## src/hw/ctx_cfg.svh

```systemverilog
`ifndef CTX_CFG_SVH
`define CTX_CFG_SVH

// ----------------------------------------
// vector locations
// ----------------------------------------
`define INT_VEC_BASE 16'h0000
`define XOP_VEC_BASE 16'h0040
`define LOAD_VEC_ADDR 16'hFFFC
`define VEC_SHIFT 2
`define VEC_PC_OFS 16'h0002

// ----------------------------------------
// save slots in the new workspace
// ----------------------------------------
`define R13_OFS 16'h001A
`define R14_OFS 16'h001C
`define R15_OFS 16'h001E

// ----------------------------------------
// byte lanes and reset values
// ----------------------------------------
`define BE_WORD 2'b11
`define BE_EVEN 2'b10
`define BE_ODD 2'b01
`define WORD_BYTES 16'h0002
`define RST_WP 16'h0000
`define RST_PC 16'h0000

`endif

```

## src/hw/ctx_pkg.sv

```systemverilog
package ctx_pkg;

    typedef enum logic [3:0] {
        ST_IDLE = 4'b0000,
        ST_RD_WP = 4'b0001,
        ST_RD_PC = 4'b0010,
        ST_WR13 = 4'b0011,
        ST_WR14 = 4'b0100,
        ST_WR15 = 4'b0101,
        ST_LOAD = 4'b0110,
        ST_FLAG = 4'b0111,
        ST_HWX = 4'b1000
    } state_t;

    typedef enum logic [1:0] {
        CAUSE_LOAD = 2'b00,
        CAUSE_INT = 2'b01,
        CAUSE_XOP = 2'b10,
        CAUSE_VBR = 2'b11
    } cause_t;

endpackage : ctx_pkg

```

## src/hw/word_port_if.sv

```systemverilog
`timescale 1ns/1ps

interface word_port_if;
    logic req;
    logic we;
    logic byte_mode;
    logic sign_ext;
    logic [15:0] addr;
    logic [15:0] wdata;
    logic [15:0] rdata;
    logic done;

    modport master (
        output req, we, byte_mode, sign_ext, addr, wdata,
        input rdata, done
    );
    modport slave (
        input req, we, byte_mode, sign_ext, addr, wdata,
        output rdata, done
    );
endinterface : word_port_if

```

## src/hw/mem_access.sv

```systemverilog
`timescale 1ns/1ps
`include "ctx_cfg.svh"

module mem_access (
    input wire logic clk,
    input wire logic rst,
    word_port_if.slave port,
    output logic mem_req,
    output logic mem_we,
    output logic [15:0] mem_addr,
    output logic [1:0] mem_be,
    output logic [15:0] mem_wdata,
    input wire logic [15:0] mem_rdata,
    input wire logic mem_ack
);
    logic ack_seen_r;
    logic done_r;
    logic [15:0] rdata_r;
    logic [7:0] rbyte;

    // ----------------------------------------
    // address and lanes
    // ----------------------------------------
    // low address bit never reaches memory: words are always even
    assign mem_addr = {port.addr[15:1], 1'b0};
    // bit 0 is the msb, so the even byte sits in the upper lane
    assign mem_be = !port.byte_mode ? `BE_WORD :
                    (port.addr[0] ? `BE_ODD : `BE_EVEN);
    assign mem_wdata = port.byte_mode ?
                       {port.wdata[7:0], port.wdata[7:0]} : port.wdata;
    assign mem_we = port.we;
    // drop request once acked so memory sees one access only
    assign mem_req = port.req && !ack_seen_r;
    assign rbyte = port.addr[0] ? mem_rdata[7:0] : mem_rdata[15:8];

    // ----------------------------------------
    // completion
    // ----------------------------------------
    always_ff @(posedge clk) begin
        if (rst) begin
            ack_seen_r <= 1'b0;
            done_r <= 1'b0;
        end else begin
            ack_seen_r <= (mem_req && mem_ack) ||
                          (ack_seen_r && !done_r);
            done_r <= mem_req && mem_ack;
        end
    end

    always_ff @(posedge clk) begin
        if (rst) begin
            rdata_r <= 16'h0000;
        end else if (mem_req && mem_ack) begin
            if (port.byte_mode) begin
                rdata_r <= {{8{port.sign_ext && rbyte[7]}}, rbyte};
            end else begin
                rdata_r <= mem_rdata;
            end
        end
    end

    assign port.rdata = rdata_r;
    assign port.done = done_r;
endmodule : mem_access

```

## src/hw/ctx_switch.sv

```systemverilog
// Operation
// - memory addressed in eight bit bytes
// - msb of a byte is bit zero
// - word is even byte then odd byte
// - odd word address uses preceding even word
// - instructions even aligned, one to three words
// - signed values are two's complement
// - switch loads workspace pointer from first word
// - switch loads program counter from second word
// - interrupt level vector at level times four
// - extended operation vector at four n plus 40h
// - load restart uses vector at FFFCh
// - vector branch uses program supplied vector address
// - hardware extended operation waits, no switch
// - extended flag set after wp and pc load
`timescale 1ns/1ps
`include "ctx_cfg.svh"

module ctx_switch (
    input wire logic clk,
    input wire logic rst,
    input wire logic int_req,
    input wire logic [3:0] int_level,
    input wire logic xop_req,
    input wire logic [3:0] xop_num,
    input wire logic load_restart_instr,
    input wire logic load_pin,
    input wire logic vector_branch_instr,
    input wire logic [15:0] vbranch_addr,
    input wire logic hw_xop_present_pin,
    input wire logic hw_xop_done_pin,
    input wire logic [15:0] cur_status,
    input wire logic fetch_adv,
    input wire logic [1:0] instr_len,
    input wire logic cpu_req,
    input wire logic cpu_we,
    input wire logic cpu_byte,
    input wire logic cpu_signed,
    input wire logic [15:0] cpu_addr,
    input wire logic [15:0] cpu_wdata,
    output logic [15:0] cpu_rdata,
    output logic cpu_done,
    output logic [15:0] wp,
    output logic [15:0] pc,
    output logic xop_flag,
    output logic busy,
    output logic switch_done,
    output logic mem_req,
    output logic mem_we,
    output logic [15:0] mem_addr,
    output logic [1:0] mem_be,
    output logic [15:0] mem_wdata,
    input wire logic [15:0] mem_rdata,
    input wire logic mem_ack
);
    ctx_pkg::state_t state_r;
    ctx_pkg::cause_t cause_r;
    logic [15:0] vec_r, new_wp_r, new_pc_r, wp_r, pc_r, st_save_r;
    logic xop_flag_r, switch_done_r;
    logic [2:0] load_sync_r;
    logic [1:0] hwp_sync_r, hwd_sync_r;
    logic load_edge, idle, start_any;

    word_port_if bus ();

    mem_access u_mem (
        .clk(clk), .rst(rst), .port(bus.slave),
        .mem_req(mem_req), .mem_we(mem_we), .mem_addr(mem_addr),
        .mem_be(mem_be), .mem_wdata(mem_wdata), .mem_rdata(mem_rdata),
        .mem_ack(mem_ack)
    );

    // ----------------------------------------
    // pin synchronisers
    // ----------------------------------------
    always_ff @(posedge clk) begin
        if (rst) begin
            load_sync_r <= 3'b000;
            hwp_sync_r <= 2'b00;
            hwd_sync_r <= 2'b00;
        end else begin
            load_sync_r <= {load_sync_r[1:0], load_pin};
            hwp_sync_r <= {hwp_sync_r[0], hw_xop_present_pin};
            hwd_sync_r <= {hwd_sync_r[0], hw_xop_done_pin};
        end
    end
    // edge taken from second and third stage only
    assign load_edge = load_sync_r[1] && !load_sync_r[2];

    // ----------------------------------------
    // sequencer
    // ----------------------------------------
    assign idle = state_r == ctx_pkg::ST_IDLE;
    // cpu access in flight wins; switch waits for a quiet port
    assign start_any = idle && !cpu_req && (load_edge ||
        load_restart_instr || int_req || xop_req || vector_branch_instr);

    always_ff @(posedge clk) begin
        if (rst) begin
            state_r <= ctx_pkg::ST_IDLE;
            cause_r <= ctx_pkg::CAUSE_LOAD;
            vec_r <= `LOAD_VEC_ADDR;
            st_save_r <= 16'h0000;
        end else begin
            unique case (state_r)
                ctx_pkg::ST_IDLE: begin
                    st_save_r <= cur_status;
                    if (start_any) begin
                        state_r <= ctx_pkg::ST_RD_WP;
                    end
                    if (load_edge || load_restart_instr) begin
                        cause_r <= ctx_pkg::CAUSE_LOAD;
                        vec_r <= `LOAD_VEC_ADDR;
                    end else if (int_req) begin
                        cause_r <= ctx_pkg::CAUSE_INT;
                        vec_r <= `INT_VEC_BASE +
                            (16'(int_level) << `VEC_SHIFT);
                    end else if (xop_req && hwp_sync_r[1]) begin
                        cause_r <= ctx_pkg::CAUSE_XOP;
                        if (start_any) state_r <= ctx_pkg::ST_HWX;
                    end else if (xop_req) begin
                        cause_r <= ctx_pkg::CAUSE_XOP;
                        vec_r <= `XOP_VEC_BASE +
                            (16'(xop_num) << `VEC_SHIFT);
                    end else if (vector_branch_instr) begin
                        cause_r <= ctx_pkg::CAUSE_VBR;
                        vec_r <= {vbranch_addr[15:1], 1'b0};
                    end
                end
                ctx_pkg::ST_RD_WP: if (bus.done) state_r <= ctx_pkg::ST_RD_PC;
                ctx_pkg::ST_RD_PC: if (bus.done) state_r <= ctx_pkg::ST_WR13;
                ctx_pkg::ST_WR13: if (bus.done) state_r <= ctx_pkg::ST_WR14;
                ctx_pkg::ST_WR14: if (bus.done) state_r <= ctx_pkg::ST_WR15;
                ctx_pkg::ST_WR15: if (bus.done) state_r <= ctx_pkg::ST_LOAD;
                ctx_pkg::ST_LOAD:
                    state_r <= (cause_r == ctx_pkg::CAUSE_XOP) ?
                        ctx_pkg::ST_FLAG : ctx_pkg::ST_IDLE;
                ctx_pkg::ST_FLAG: state_r <= ctx_pkg::ST_IDLE;
                ctx_pkg::ST_HWX:
                    if (hwd_sync_r[1]) state_r <= ctx_pkg::ST_IDLE;
                default: state_r <= ctx_pkg::ST_IDLE;
            endcase
        end
    end

    // ----------------------------------------
    // vector words
    // ----------------------------------------
    always_ff @(posedge clk) begin
        if (rst) begin
            new_wp_r <= `RST_WP;
            new_pc_r <= `RST_PC;
        end else if (bus.done && state_r == ctx_pkg::ST_RD_WP) begin
            new_wp_r <= {bus.rdata[15:1], 1'b0};
        end else if (bus.done && state_r == ctx_pkg::ST_RD_PC) begin
            new_pc_r <= {bus.rdata[15:1], 1'b0};
        end
    end

    // ----------------------------------------
    // workspace pointer and program counter
    // ----------------------------------------
    always_ff @(posedge clk) begin
        if (rst) begin
            wp_r <= `RST_WP;
            pc_r <= `RST_PC;
        end else if (state_r == ctx_pkg::ST_LOAD) begin
            wp_r <= new_wp_r;
            pc_r <= new_pc_r;
        end else if (idle && fetch_adv && instr_len != 2'b00) begin
            pc_r <= pc_r + (16'(instr_len) << 1);
        end
    end

    always_ff @(posedge clk) begin
        if (rst) begin
            xop_flag_r <= 1'b0;
        end else if (state_r == ctx_pkg::ST_FLAG) begin
            xop_flag_r <= 1'b1;
        end else if (state_r == ctx_pkg::ST_LOAD) begin
            xop_flag_r <= 1'b0;
        end
    end

    always_ff @(posedge clk) begin
        if (rst) begin
            switch_done_r <= 1'b0;
        end else begin
            switch_done_r <= (state_r == ctx_pkg::ST_LOAD &&
                cause_r != ctx_pkg::CAUSE_XOP) ||
                state_r == ctx_pkg::ST_FLAG ||
                (state_r == ctx_pkg::ST_HWX && hwd_sync_r[1]);
        end
    end

    // ----------------------------------------
    // word port drive
    // ----------------------------------------
    always_comb begin
        bus.req = 1'b0;
        bus.we = 1'b0;
        bus.byte_mode = 1'b0;
        bus.sign_ext = 1'b0;
        bus.addr = vec_r;
        bus.wdata = wp_r;
        unique case (state_r)
            ctx_pkg::ST_IDLE: begin
                bus.req = cpu_req;
                bus.we = cpu_we;
                bus.byte_mode = cpu_byte;
                bus.sign_ext = cpu_signed;
                bus.addr = cpu_addr;
                bus.wdata = cpu_wdata;
            end
            ctx_pkg::ST_RD_WP: bus.req = 1'b1;
            ctx_pkg::ST_RD_PC: begin
                bus.req = 1'b1;
                bus.addr = vec_r + `VEC_PC_OFS;
            end
            ctx_pkg::ST_WR13: begin
                bus.req = 1'b1;
                bus.we = 1'b1;
                bus.addr = new_wp_r + `R13_OFS;
            end
            ctx_pkg::ST_WR14: begin
                bus.req = 1'b1;
                bus.we = 1'b1;
                bus.addr = new_wp_r + `R14_OFS;
                bus.wdata = pc_r;
            end
            ctx_pkg::ST_WR15: begin
                bus.req = 1'b1;
                bus.we = 1'b1;
                bus.addr = new_wp_r + `R15_OFS;
                bus.wdata = st_save_r;
            end
            default: bus.req = 1'b0;
        endcase
    end

    assign cpu_rdata = bus.rdata;
    assign cpu_done = bus.done && idle;
    assign wp = wp_r;
    assign pc = pc_r;
    assign xop_flag = xop_flag_r;
    assign busy = !idle;
    assign switch_done = switch_done_r;
endmodule : ctx_switch

```

## config.mk

```make
export PLATFORM = sky130hd
export DESIGN_NAME = ctx_switch
export DESIGN_NICKNAME = d
export VERILOG_FILES = /design/src/hw/ctx_pkg.sv /design/src/hw/word_port_if.sv /design/src/hw/mem_access.sv /design/src/hw/ctx_switch.sv
export VERILOG_INCLUDE_DIRS = /design/src /design/src/hw
export SDC_FILE = /design/constraint.sdc
export NUM_CORES = 1
export LEC_CHECK = 0
export ABC_AREA = 1
export BUFFER_PORTS_ARGS = -buffer_cell sky130_fd_sc_hd__buf_2
export CELL_PAD_IN_SITES_DETAIL_PLACEMENT = 0
export CELL_PAD_IN_SITES_GLOBAL_PLACEMENT = 2
export CORE_ASPECT_RATIO = 0.6
export CORE_MARGIN = 8
export CORE_UTILIZATION = 30
export CTS_CLUSTER_DIAMETER = 80
export DETAILED_ROUTE_END_ITERATION = 10
export PLACE_DENSITY = 0.94
export SLEW_MARGIN = 15
export SYNTH_ARGS = -nofsm -noshare
export SYNTH_HDL_FRONTEND = slang
export SYNTH_SLANG_ARGS = --single-unit
```

## constraint.sdc

```tcl
create_clock -name clk -period 6.5 [get_ports clk]
set_input_delay 0.975 -clock clk [delete_from_list [all_inputs] [get_ports clk]]
set_output_delay 0.975 -clock clk [all_outputs]
set_load 0.03 [all_outputs]
```

[Word level (Yosys, flattened, before mapping)]
Index checks and enable logic that the tools add are counted.
Widths: inputs -> output; s select.
Storage, ports and cells
  bits in registers: 126
  input port bits: 105
  output and inout port bits: 88
  word-level logic and storage cells: 117
Operators by class
  add/sub/neg operators: 6
  equal/unequal tests: 17
  muxes and demuxes: 38
  bitwise operators: 1
  reduce and logical (&&, ||, !) cells: 39
Operators with widths (number)
  $mux 16: 9
  $pmux 16 s5: 1
  $add 16x5->16 const B: 3
  $pmux 16 s3: 1
  $mux 4: 11
  $pmux 4 s8: 1
  $add 16x2->16 const B: 1
  $add 16x3->16: 1
  $eq 4x3->1 const B: 4
  $logic_and 1x1->1: 15
  $mux 2: 7
  $ne 2x1->1 const B: 5
  $add 7x6->8 const A: 1
  $eq 4x2->1 const B: 2
  $mux 8: 1
  $logic_or 1x1->1: 7
  $reduce_and 6->1: 1
  $reduce_bool 2->1: 3
  $logic_not 1->1: 5
  $reduce_bool 5->1: 1
  $reduce_or 5->1: 1
  $eq 4x1->1 const B: 1
  $eq 4x4->1 const B: 1
  $logic_not 4->1: 1
  11 further kinds: 17

[Longest topological paths before layout]
Gate-level depths: netlist of the first run.
  depth in word-level cells: 13
  depth in mapped cells: 14

[By module]
From an unflattened synthesis of the first run, not the netlist that was laid out.
Unflattened totals
  cells, all modules: 1224
  area, all modules: 7658.6 um2
Modules (own cells, without submodules)
  ctx_switch: times used 1, cells an instance 1023, area each 6373.6 um2
  mem_access: times used 1, cells an instance 201, area each 1285.0 um2

[Worst setup path after synthesis of the first run]
No wires, ideal clock.
  kind: flip-flop to output port
  start point: register state_r[0]
  end point: output port mem_addr[8]
  data arrival time: 2198 ps
  slack: 3327 ps
  stages on the path, launching flop included: 13
  buffers on the path: 1
  path through: dfxtp_1 -> nand2_1 -> nor2_4 -> buf_2 -> ha_1 -> nand2_1 -> nand3_1 -> nand3_1 -> nand2_1 -> nand3_1 -> nand2_1 -> nor2_1 -> o21ai_0
Between the ends
  longest elaborated chain between the ends: 2
RTL lines
  from (decl): RTL line ctx_switch.sv:56  | ctx_pkg::state_t state_r;
  from (signal assigned): RTL line ctx_switch.sv:100  | state_r <= ctx_pkg::ST_IDLE;
  from (signal assigned): RTL line ctx_switch.sv:109  | state_r <= ctx_pkg::ST_RD_WP;
  from (signal assigned): RTL line ctx_switch.sv:120  | if (start_any) state_r <= ctx_pkg::ST_HWX;
  $eq 4x3->1 (tied with other cells): RTL line ctx_switch.sv:206  | unique case (state_r)
  $pmux 16 s5 (*): RTL line ctx_switch.sv:206
  to (decl): RTL line ctx_switch.sv:50  | output logic [15:0] mem_addr,
Every way passes the cells marked *; elsewhere a longest branch is shown, timed or not.

[Final worst setup path of the first run]
  start point: register state_r[0]
  end point: output port mem_addr[14]
Same word-level chain as after synthesis.

==> flow_summary_export.csv, run 1 <==
group,metric,value,unit
run_status,status,"finished, final reports clean",
cells_and_area,syn_to_final_growth,23.9,%
critical_path,r2r_cells,8,
yosys,yosys-top-cells-area,"dfxtp_1 (34%), nand2_1 (17%), nor2_1 (7.5%), nand3_1 (6.9%), o21ai_0 (6.7%)",
yosys,seq_area_frac_synth,33.7,%
critical_path,cp.arrival,3.20,ns
timing,timing.slew.headroom,29.1,%
routing,drt_iter0_markers,938,
yosys,yosys_warnings,0,
critical_path,r2r_end,"vec_r[6]",
global_route,grt_pass1_wl,46.1,mm
clock_network,cts_max_level,4,
cells_and_area,final_common_cell,"nand2_1",
yosys,syn_area,7360,um2
global_route,grt_pass1_vias,7797,
critical_path,end_kind,"primary output",
routing,drt_wl_total,30.2,mm
critical_path,timing.rr.start,"state_r[0]",
place,portBuffers,188,
timing,tightest_slew,1.06,ns
worst_hold_path,hold_depth,2,
timing,max_freq,239,MHz
routing,via_count,8479,
pwr,powerDensity,419,nW/um2
clock_network,cts_made_buffers,17,
timing,hold_violations,0,
pwr,switching_share,48.0,%
critical_path,crit_fanout,18,
pwr,p_sw,1.83,mW
clock_network,cts.path.max_buffers,2,
routing,ant_nets,0,
global_route,grt_antenna_before_repair,0,
timing,tns,0,ns
yosys,synth_top_cell_area_share,33.7,%
worst_hold_path,hp-start,"hwd_sync_r[0]",
worst_hold_path,hold-path-endpoint,"hwd_sync_r[1]",
floorplanning,die_y,137,um
yosys,synth_cell_types,40,
worst_hold_path,hold_class,"reg2reg",
floorplanning,initial_utilization,30.5,%
timing,layout_min_cycle_time,4.18,ns
clock_network,holdBufCountCts,0,
pwr,power_leakage,4.38,nW
floorplanning,coreArea,24200,um2
pwr,total_power,3.82,mW
critical_path,start_kind,"flip-flop",
yosys,synth_cells,1200,
place,place_area,8490,um2
clock_network,clkLatencyLatePin,0.43,ns
pwr,seqPwrFrac,27.5,%
clock_network,clkSinkCount,124,
cells_and_area,layout.nets,1470,
floorplanning,die_area,30000,um2
job,drv_cap,0,
cells_and_area,final_cell_area,9130,um2
clock_network,cts_tree,"yes",
floorplanning,pin_count,193,
yosys,yosysTopAreaCell,"dfxtp_1",
floorplanning,num_rows,44,
pwr,p_comb_share,45.4,%
place,gp_congestion,0.897,
pwr,p_int,1.99,mW
yosys,syn_avg_cell_area,6.14,um2
global_route,grt_remaining_overflow,0,
place,dp_hpwl,23.4,mm
pwr,clkPwrFrac,27.2,%
yosys,ys_ff_latch,124,
routing,post_drt_wl_per_cell,17.8,um
pwr,vdd_drop_max,0.162,mV
timing,finalMaxSlewViolations,0,
global_route,grtUsageTotal,19.8,%
critical_path,worstSetupPathType,"reg2out",
clock_network,cts_root_buf,"clkbuf_16",
routing,vias_per_cell,5.01,
routing,drc_errors,0,
timing,finalSetupViolCount,0,
clock_network,post-cts-setup-buffers,0,
clock_network,post_cts_resized,0,
cells_and_area,post_route_cells_drive_above_1_share,18.5,%
global_route,grt_max_degree,51,
cells_and_area,final_cell_mix,"nand2_1 (343), buf_2 (188), nor2_1 (148)",
floorplanning,die_w,218,um
timing,post-route-period-util,64.3,%
routing,drt-pass1-iter-count,5,
critical_path,r2r_slack,3.42,ns
timing,rsz0062_at_grt,"false",
clock_network,path_clk_slew,0.06,ns
critical_path,cp.required,5.52,ns
timing,skew,0.0111,ns
cells_and_area,diodes,0,
## per-stage QoR
step | hold slack, ns | utilization [%] | setup WS (ns) | instances
after floorplan | 0.388 | - | 3.33 | 1202
after global placement | 0.392 | 35.1 | 2.81 | 1661
after detailed placement | 0.397 | 35.1 | 2.79 | 1661
after CTS | 0.401 | 37.8 | 2.32 | 1693
after global routing | 0.423 | 37.8 | 2.13 | 1693
final | 0.398 | 37.8 | 2.32 | 1693
## metal layers
layer | up-vias | share of wire, % | wire (um) | global-route usage (%)
li1 | 4213 | - | - | -
met1 | 3908 | 51 | 15400 | 30.3
met2 | 339 | 38 | 11400 | 26.1
met3 | 19 | 10 | 3090 | 6.29
met4 | 0 | 1.0 | 314 | 3.94
met5 | - | 0 | 0 | 0
## flip-flops by register name, indices dropped and copies added (netlist names)
signal,cells
st_save_r,16
u_mem.port.rdata,16
new_pc_r,15
new_wp_r,15
pc,15
vec_r,15
wp,15
state_r,4
load_sync_r,3
cause_r,2
hwd_sync_r,2
hwp_sync_r,2
switch_done,1
u_mem.ack_seen_r,1
u_mem.port.done,1
xop_flag,1
## power by group through the flow
stage / sequential [mW] / combinational (mW) / clock [mW]
2_1_floorplan: 1.07 / 1.17 / 0
3_3_place_gp: 1.06 / 1.72 / 0
3_5_place_dp: 1.06 / 1.73 / 0
4_1_cts: 1.05 / 1.74 / 1.06
5_1_grt: 1.07 / 1.92 / 1.08
6_report: 1.05 / 1.73 / 1.04
## critical path: stages (launching register included)
cell	delay, ns
dfxtp_1	0.48
nand2_1	0.21
nor2_4	0.52
ha_1	0.35
nand2_1	0.08
nand3_1	0.29
nand2_1	0.24
nor2_1	0.06
nand2_1	0.06
nand3_1	0.07
nand2_1	0.10
nor2_1	0.05
nand2_1	0.05
buf_2	0.21
## worst max-delay path by stage
stage / from / endpoint / slack [ns] / cells past startpoint
after global routing: state_r[0] / mem_addr[14] / 2.13 / 13
after detailed placement: state_r[0] / mem_addr[14] / 2.79 / 13
after global placement: state_r[0] / mem_addr[14] / 2.81 / 13
after CTS: state_r[0] / mem_addr[14] / 2.32 / 13
after floorplan: state_r[0] / mem_addr[8] / 3.33 / 12
final: state_r[0] / mem_addr[14] / 2.32 / 13
## cell families after synthesis
family	after synthesis	synth area share, %
other	1	0.0509
flip-flops	124	33.7
AND/OR/NAND/NOR	647	37.3
AO/OA/AOI/OAI	222	16.4
buffers and inverters	194	10.6
adder cells (fa/ha/maj)	7	1.39
XOR/XNOR	5	0.595
## synth_stat cells
cell type  count
inv_1        128
xor2_1         5
nand2_2        4
o21a_1         1
nor2_4         7
nand3_1      102
or2_2          2
buf_6          1
inv_2          9
o22ai_1        2
o211ai_1      11
buf_4          3
a22oi_1        1
o21bai_1       3
nand4_1       29
o21ai_0       98
nor2_2         2
o21ai_1        9
nand3_4        1
a31oi_1        4
o221ai_1       1
nand2_4        2
ha_1           5
nor2_1       148
nor3b_1        2
dfxtp_1      124
buf_1          3
clkbuf_1      23
nand2_1      343
nor3_1         3
a21boi_0       1
conb_1         1
clkinv_1       2
o2111ai_2      1
buf_2         23
a21oi_1       82
fa_1           2
o2111ai_1      8
nand3b_1       2
clkbuf_2       2
## final cells by class
cell class | instances | area, um2
fillers | 2694 | 15000
multi-input cells | 884 | 4110
flip-flops and latches | 124 | 2480
repair buffers | 192 | 971
inverters | 139 | 522
clock buffers | 17 | 425
well taps | 322 | 403
clock inverters | 15 | 210
Power figures use the tool's default switching activity.
==> inputs of run 2 (changes only) <==
Settings changed: CORE_UTILIZATION 30 to 27, PLACE_DENSITY 0.94 to 0.86.
Clock period 6.5 ns to 4.2 ns, I/O delays scaled along.
==> run 2 against run 1 <==
Compared with the run above:
- die area increased by 10%
- clock skew decreased by 0.0026 ns
- routed wire length increased by 2.8%
- total power increased by 51%
==> flow_summary_export.csv, run 2 (synthesized netlist as in run 1, its figures left out) <==
group,metric,value,unit
run_status,status,"finished, final reports clean",
routing,vias_per_cell,4.85,
floorplanning,initial_utilization,27.7,%
global_route,grtUsageTotal,18.4,%
routing,drc_errors,0,
routing,drt-pass1-iter-count,5,
critical_path,slowest_delay,0.46,ns
pwr,vdd_drop_max,0.288,mV
timing,hold_violations,0,
pwr,p_int,2.94,mW
floorplanning,coreArea,26600,um2
cells_and_area,layout.nets,1478,
critical_path,crit_slowest_cell,"dfxtp_1",
timing,post-route-period-util,84.2,%
timing,timing.slew.headroom,34.2,%
pwr,clkPwrFrac,24.7,%
floorplanning,die_area,33000,um2
pwr,power_leakage,4.38,nW
critical_path,startpoint,"state_r[1]",
clock_network,cts_made_buffers,17,
critical_path,crit_top_cell,"nand2_1",
routing,drt_iter0_markers,726,
clock_network,holdBufCountCts,0,
job,drv_cap,0,
routing,ant_nets,0,
timing,tns,0,ns
floorplanning,pin_count,193,
worst_hold_path,hp-start,"hwd_sync_r[0]",
timing,skew,0.00848,ns
global_route,grt_antenna_before_repair,1,
critical_path,end_kind,"primary output",
routing,via_count,8428,
global_route,grtUsageMet2,24.6,%
critical_path,crit_fanout,17,
clock_network,post_cts_resized,0,
timing,rsz0062_at_grt,"false",
floorplanning,num_rows,46,
pwr,seqPwrFrac,28.1,%
cells_and_area,post_route_cells_drive_above_1_share,18.7,%
critical_path,worstSetupPathType,"reg2out",
place,portBuffers,188,
global_route,top_usage_layer,"met1",
critical_path,start_kind,"flip-flop",
timing,finalMaxSlewViolations,0,
timing,finalSetupViolCount,0,
cells_and_area,diodes,0,
floorplanning,die_w,229,um
cells_and_area,syn_to_final_growth,24.2,%
pwr,total_power,5.76,mW
clock_network,cts.path.max_buffers,2,
routing,drt_wl_total,31.0,mm
floorplanning,die_y,144,um
global_route,gr-usage-met3,4.88,%
timing,max_freq,283,MHz
routing,post_drt_wl_per_cell,17.8,um
cells_and_area,final_common_cell,"nand2_1",
cells_and_area,final_cell_mix,"nand2_1 (343), buf_2 (188), nor2_1 (148)",
pwr,powerDensity,630,nW/um2
critical_path,crit_chain,"inv_2, nand2_1, nor2_4, buf_4, fa_1, inv_1, nand2_1, nand2_1, inv_1, nand2_1, nand3_1, o21ai_0, nor2_1, nand2_1, buf_2",
clock_network,clkSinkCount,124,
clock_network,cts_max_level,4,
cells_and_area,stdcell_count,1738,
clock_network,cts_tree,"yes",
pwr,p_sw,2.83,mW
clock_network,clkLatencyLatePin,0.42,ns
global_route,grt_remaining_overflow,0,
place,gp_congestion,0.849,
clock_network,path_clk_slew,0.06,ns
pwr,p_comb_share,47.2,%
pwr,switching_share,49.0,%
clock_network,post-cts-setup-buffers,0,
timing,tightest_slew,0.988,ns
critical_path,timing.rr.start,"state_r[2]",
timing,layout_min_cycle_time,3.54,ns
worst_hold_path,hold_class,"reg2reg",
critical_path,cp.required,3.57,ns
global_route,grt_pass1_wl,47.0,mm
place,dpl.cell_count,1707,
critical_path,cp.arrival,2.91,ns
global_route,grt_max_degree,59,
global_route,grtUsageMet1,28.4,%
clock_network,cts_root_buf,"clkbuf_16",
global_route,grt_pass1_vias,7797,
place,dp_hpwl,24.4,mm
[run 2: power groups by stage]
stage / clock [mW] / combinational [mW] / sequential, mW
4_1_cts: 1.44 / 2.73 / 1.62
3_5_place_dp: 0 / 2.72 / 1.64
2_1_floorplan: 0 / 1.80 / 1.65
5_1_grt: 1.49 / 3.01 / 1.65
6_report: 1.42 / 2.72 / 1.62
3_3_place_gp: 0 / 2.71 / 1.64
[run 2: metrics by stage]
stage	cell area, um2	util (%)	setup slack [ns]	hold WS [ns]
finish	9150	34.4	0.664	0.404
global route	9150	34.4	0.403	0.415
CTS	9150	34.4	0.708	0.409
detailed placement	8600	32.3	1.18	0.400
global placement	8600	32.3	1.19	0.401
floorplan	7370	-	1.37	0.388
[run 2: metal layers]
metal  wire, um  part of all wire (%)  vias up
met5          8                 0.026        -
met4        248                  0.80        2
met3       2630                   8.5       23
met2      11600                    37      342
met1      16500                    53     3844
li1           -                     -     4217
[run 2: worst paths after layout]
path                    to  slack, ns  cells after the start
max            mem_addr[9]       0.66                     15
min reg2reg  hwd_sync_r[1]       0.40                      2
max reg2reg          pc[4]       1.67                     11
min          hwd_sync_r[1]       0.40                      2
[run 2: critical path: cells and delay by family (launching register included)]
kind,cells,cell delay (ns)
AND/OR/NAND/NOR,8,0.81
buffers and inverters,5,0.72
flip-flops,1,0.46
adder cells (fa/ha/maj),1,0.40
AO/OA/AOI/OAI,1,0.08
[run 2: cell type report]
| cell class | count | area [um2] |
|---|---|---|
| fillers | 3066 | 17400 |
| multi-input cells | 884 | 4110 |
| flip-flops and latches | 124 | 2480 |
| repair buffers | 200 | 1030 |
| inverters | 139 | 522 |
| clock buffers | 21 | 460 |
| well taps | 360 | 450 |
| clock inverters | 10 | 92.6 |
==> inputs of run 3 (changes only) <==
Settings changed: CORE_UTILIZATION 27 to 25, PLACE_DENSITY 0.86 to 0.84.
Clock period 4.2 ns to 3.24 ns, I/O delays scaled along.
==> run 3 against run 2 <==
Compared with the run above:
- sequential power up 30%
- critical path type unchanged
- utilization down 2.2 points
- clock skew up 0.0074 ns
- total power up 32%
- critical path depth down 1
- combinational power up 32%
- routed wire length up 2.2%
- global-route usage down 0.95 points
- sequential cell count unchanged
- die area up 7.3%
- setup slack worse by 0.42 ns
- register-to-register slack worse by 0.81 ns
==> flow_summary_export.csv, run 3 (synthesized netlist as in run 1, its figures left out) <==
group,metric,value,unit
timing,layout_min_cycle_time,3.00,ns
critical_path,cp.required,2.75,ns
cells_and_area,final_cell_area,9310,um2
global_route,grt_pass1_wl,47.8,mm
pwr,total_power,7.60,mW
clock_network,cts_max_level,4,
pwr,powerDensity,816,nW/um2
timing,rsz0062_at_grt,"false",
job,drv_cap,0,
cells_and_area,layout.nets,1488,
cells_and_area,final_common_cell,"nand2_1",
routing,post_drt_wl_per_cell,17.7,um
floorplanning,die_area,35400,um2
timing,max_freq,333,MHz
global_route,grtUsageTotal,17.4,%
clock_network,cts_made_buffers,17,
global_route,gr-usage-met3,4.61,%
place,portBuffers,188,
timing,worst_slack,0.240,ns
clock_network,clkLatencyLatePin,0.43,ns
pwr,power_leakage,4.45,nW
global_route,grtUsageMet2,23.6,%
timing,skew,0.0159,ns
worst_hold_path,hold_class,"in2reg",
timing,finalSetupViolCount,0,
critical_path,start_kind,"flip-flop",
place,place_area,8730,um2
routing,drc_errors,0,
timing,finalMaxSlewViolations,0,
clock_network,path_clk_slew,0.06,ns
pwr,vdd_drop_max,0.378,mV
cells_and_area,syn_to_final_growth,26.4,%
cells_and_area,final_cell_mix,"nand2_1 (342), buf_2 (188), nor2_1 (148)",
routing,via_count,8424,
timing,holdWs,0.279,ns
place,dp_slack,0.471,ns
critical_path,end_kind,"primary output",
global_route,grt_antenna_before_repair,2,
floorplanning,die_y,149,um
place,gp_congestion,0.888,
clock_network,clkSinkCount,124,
timing,hold_violations,0,
run_status,status,"finished, final reports clean",
floorplanning,initial_utilization,25.5,%
floorplanning,pin_count,193,
cells_and_area,regArea,2490,um2
timing,timing.slew.headroom,49.5,%
floorplanning,die_w,238,um
critical_path,worstSetupPathType,"reg2out",
global_route,grtUsageMet1,27.0,%
cells_and_area,post_route_cells_drive_above_1_share,19.5,%
global_route,grt_max_degree,44,
floorplanning,coreArea,28900,um2
timing,post-route-period-util,92.6,%
routing,drt-pass1-iter-count,5,
critical_path,crit_fanout,5,
routing,ant_nets,0,
global_route,grt_remaining_overflow,0,
global_route,grt_pass1_vias,7859,
critical_path,cp.arrival,2.51,ns
clock_network,cts_root_buf,"clkbuf_16",
global_route,top_usage_layer,"met1",
clock_network,cts_tree,"yes",
cells_and_area,multiInputGateArea,4120,um2
clock_network,post-cts-setup-buffers,0,
clock_network,cts.path.max_buffers,2,
routing,drt_iter0_markers,645,
routing,drt_wl_total,31.7,mm
critical_path,r2r_slack,0.86,ns
routing,vias_per_cell,4.71,
cells_and_area,fillers,3284,
floorplanning,num_rows,48,
place,dp_hpwl,25.4,mm
timing,tightest_slew,0.755,ns
timing,tns,0,ns
==> run 3: cell types whose count changed in the layout (fill, tap and decap cells not counted), moves of 2 or more <==
cell        delta
clkinv_2       +2
diode_2        +2
dfxtp_1        -3
dfxtp_2        +3
clkinvlp_4     -3
clkbuf_1       +2
buf_4          +9
==> run 3: timing repair <==
| action | in CTS | in global routing |
|---|---|---|
| endpoints found under the setup margin | 1 | 7 |
| gates resized for setup | 1 | 5 |
| gates cloned | 0 | 0 |
| hold buffers | 0 | 0 |
==> run 3: area by class of cell <==
type	count	share of cell area (%)
multi-input combinational	884	44.2
sequential	124	26.7
timing repair buffer	210	12.0
inverter	139	5.60
tap	400	5.37
clock buffer	23	5.03
clock inverter	8	0.994
antenna	2	0.0537
==> run 3: path summary, 6_finish.rpt <==
check	startpoint	end	cells past startpoint
setup / recovery	state_r[3]	mem_addr[9]	14
hold / removal	load_pin	load_sync_r[0]	3
setup reg to reg	state_r[2]	pc[4]	11
hold reg to reg	hwd_sync_r[0]	hwd_sync_r[1]	2
==> run 3: power breakdown <==
group / internal, mW / leakage [nW] / total [mW] / switching [mW]
sequential: 1.79 / 1.01 / 2.10 / 0.313
clock: 1.16 / 0.277 / 1.89 / 0.728
combinational: 0.989 / 3.16 / 3.60 / 2.61
total: 3.94 / 4.45 / 7.60 / 3.65
==> run 3: metrics by stage <==
| step | std cells | utilization (%) |
|---|---|---|
| 5_1_grt | 1790 | 32.2 |
| 3_5_place_dp | 1757 | 30.2 |
| 3_3_place_gp | 1757 | 30.2 |
| 2_1_floorplan | 1202 | - |
| 6_report | 1790 | 32.2 |
| 4_1_cts | 1788 | 32.2 |
==> run 3: critical path, cell delays in order, from the launching register on <==
cell,delay (ns)
dfxtp_2,0.38
inv_1,0.07
nand2_1,0.14
nor2_4,0.07
fa_1,0.38
inv_1,0.11
nand2_1,0.11
nand2_1,0.15
inv_1,0.10
nand2_1,0.07
nand3_1,0.06
o21ai_0,0.09
nor2_1,0.07
nand2_1,0.08
buf_2,0.21
==> run 3: metal layers <==
metal	part of all wire, %	up-vias
met5	0	-
met4	0.58	0
met3	7.1	16
met2	39	262
met1	53	3911
li1	-	4235
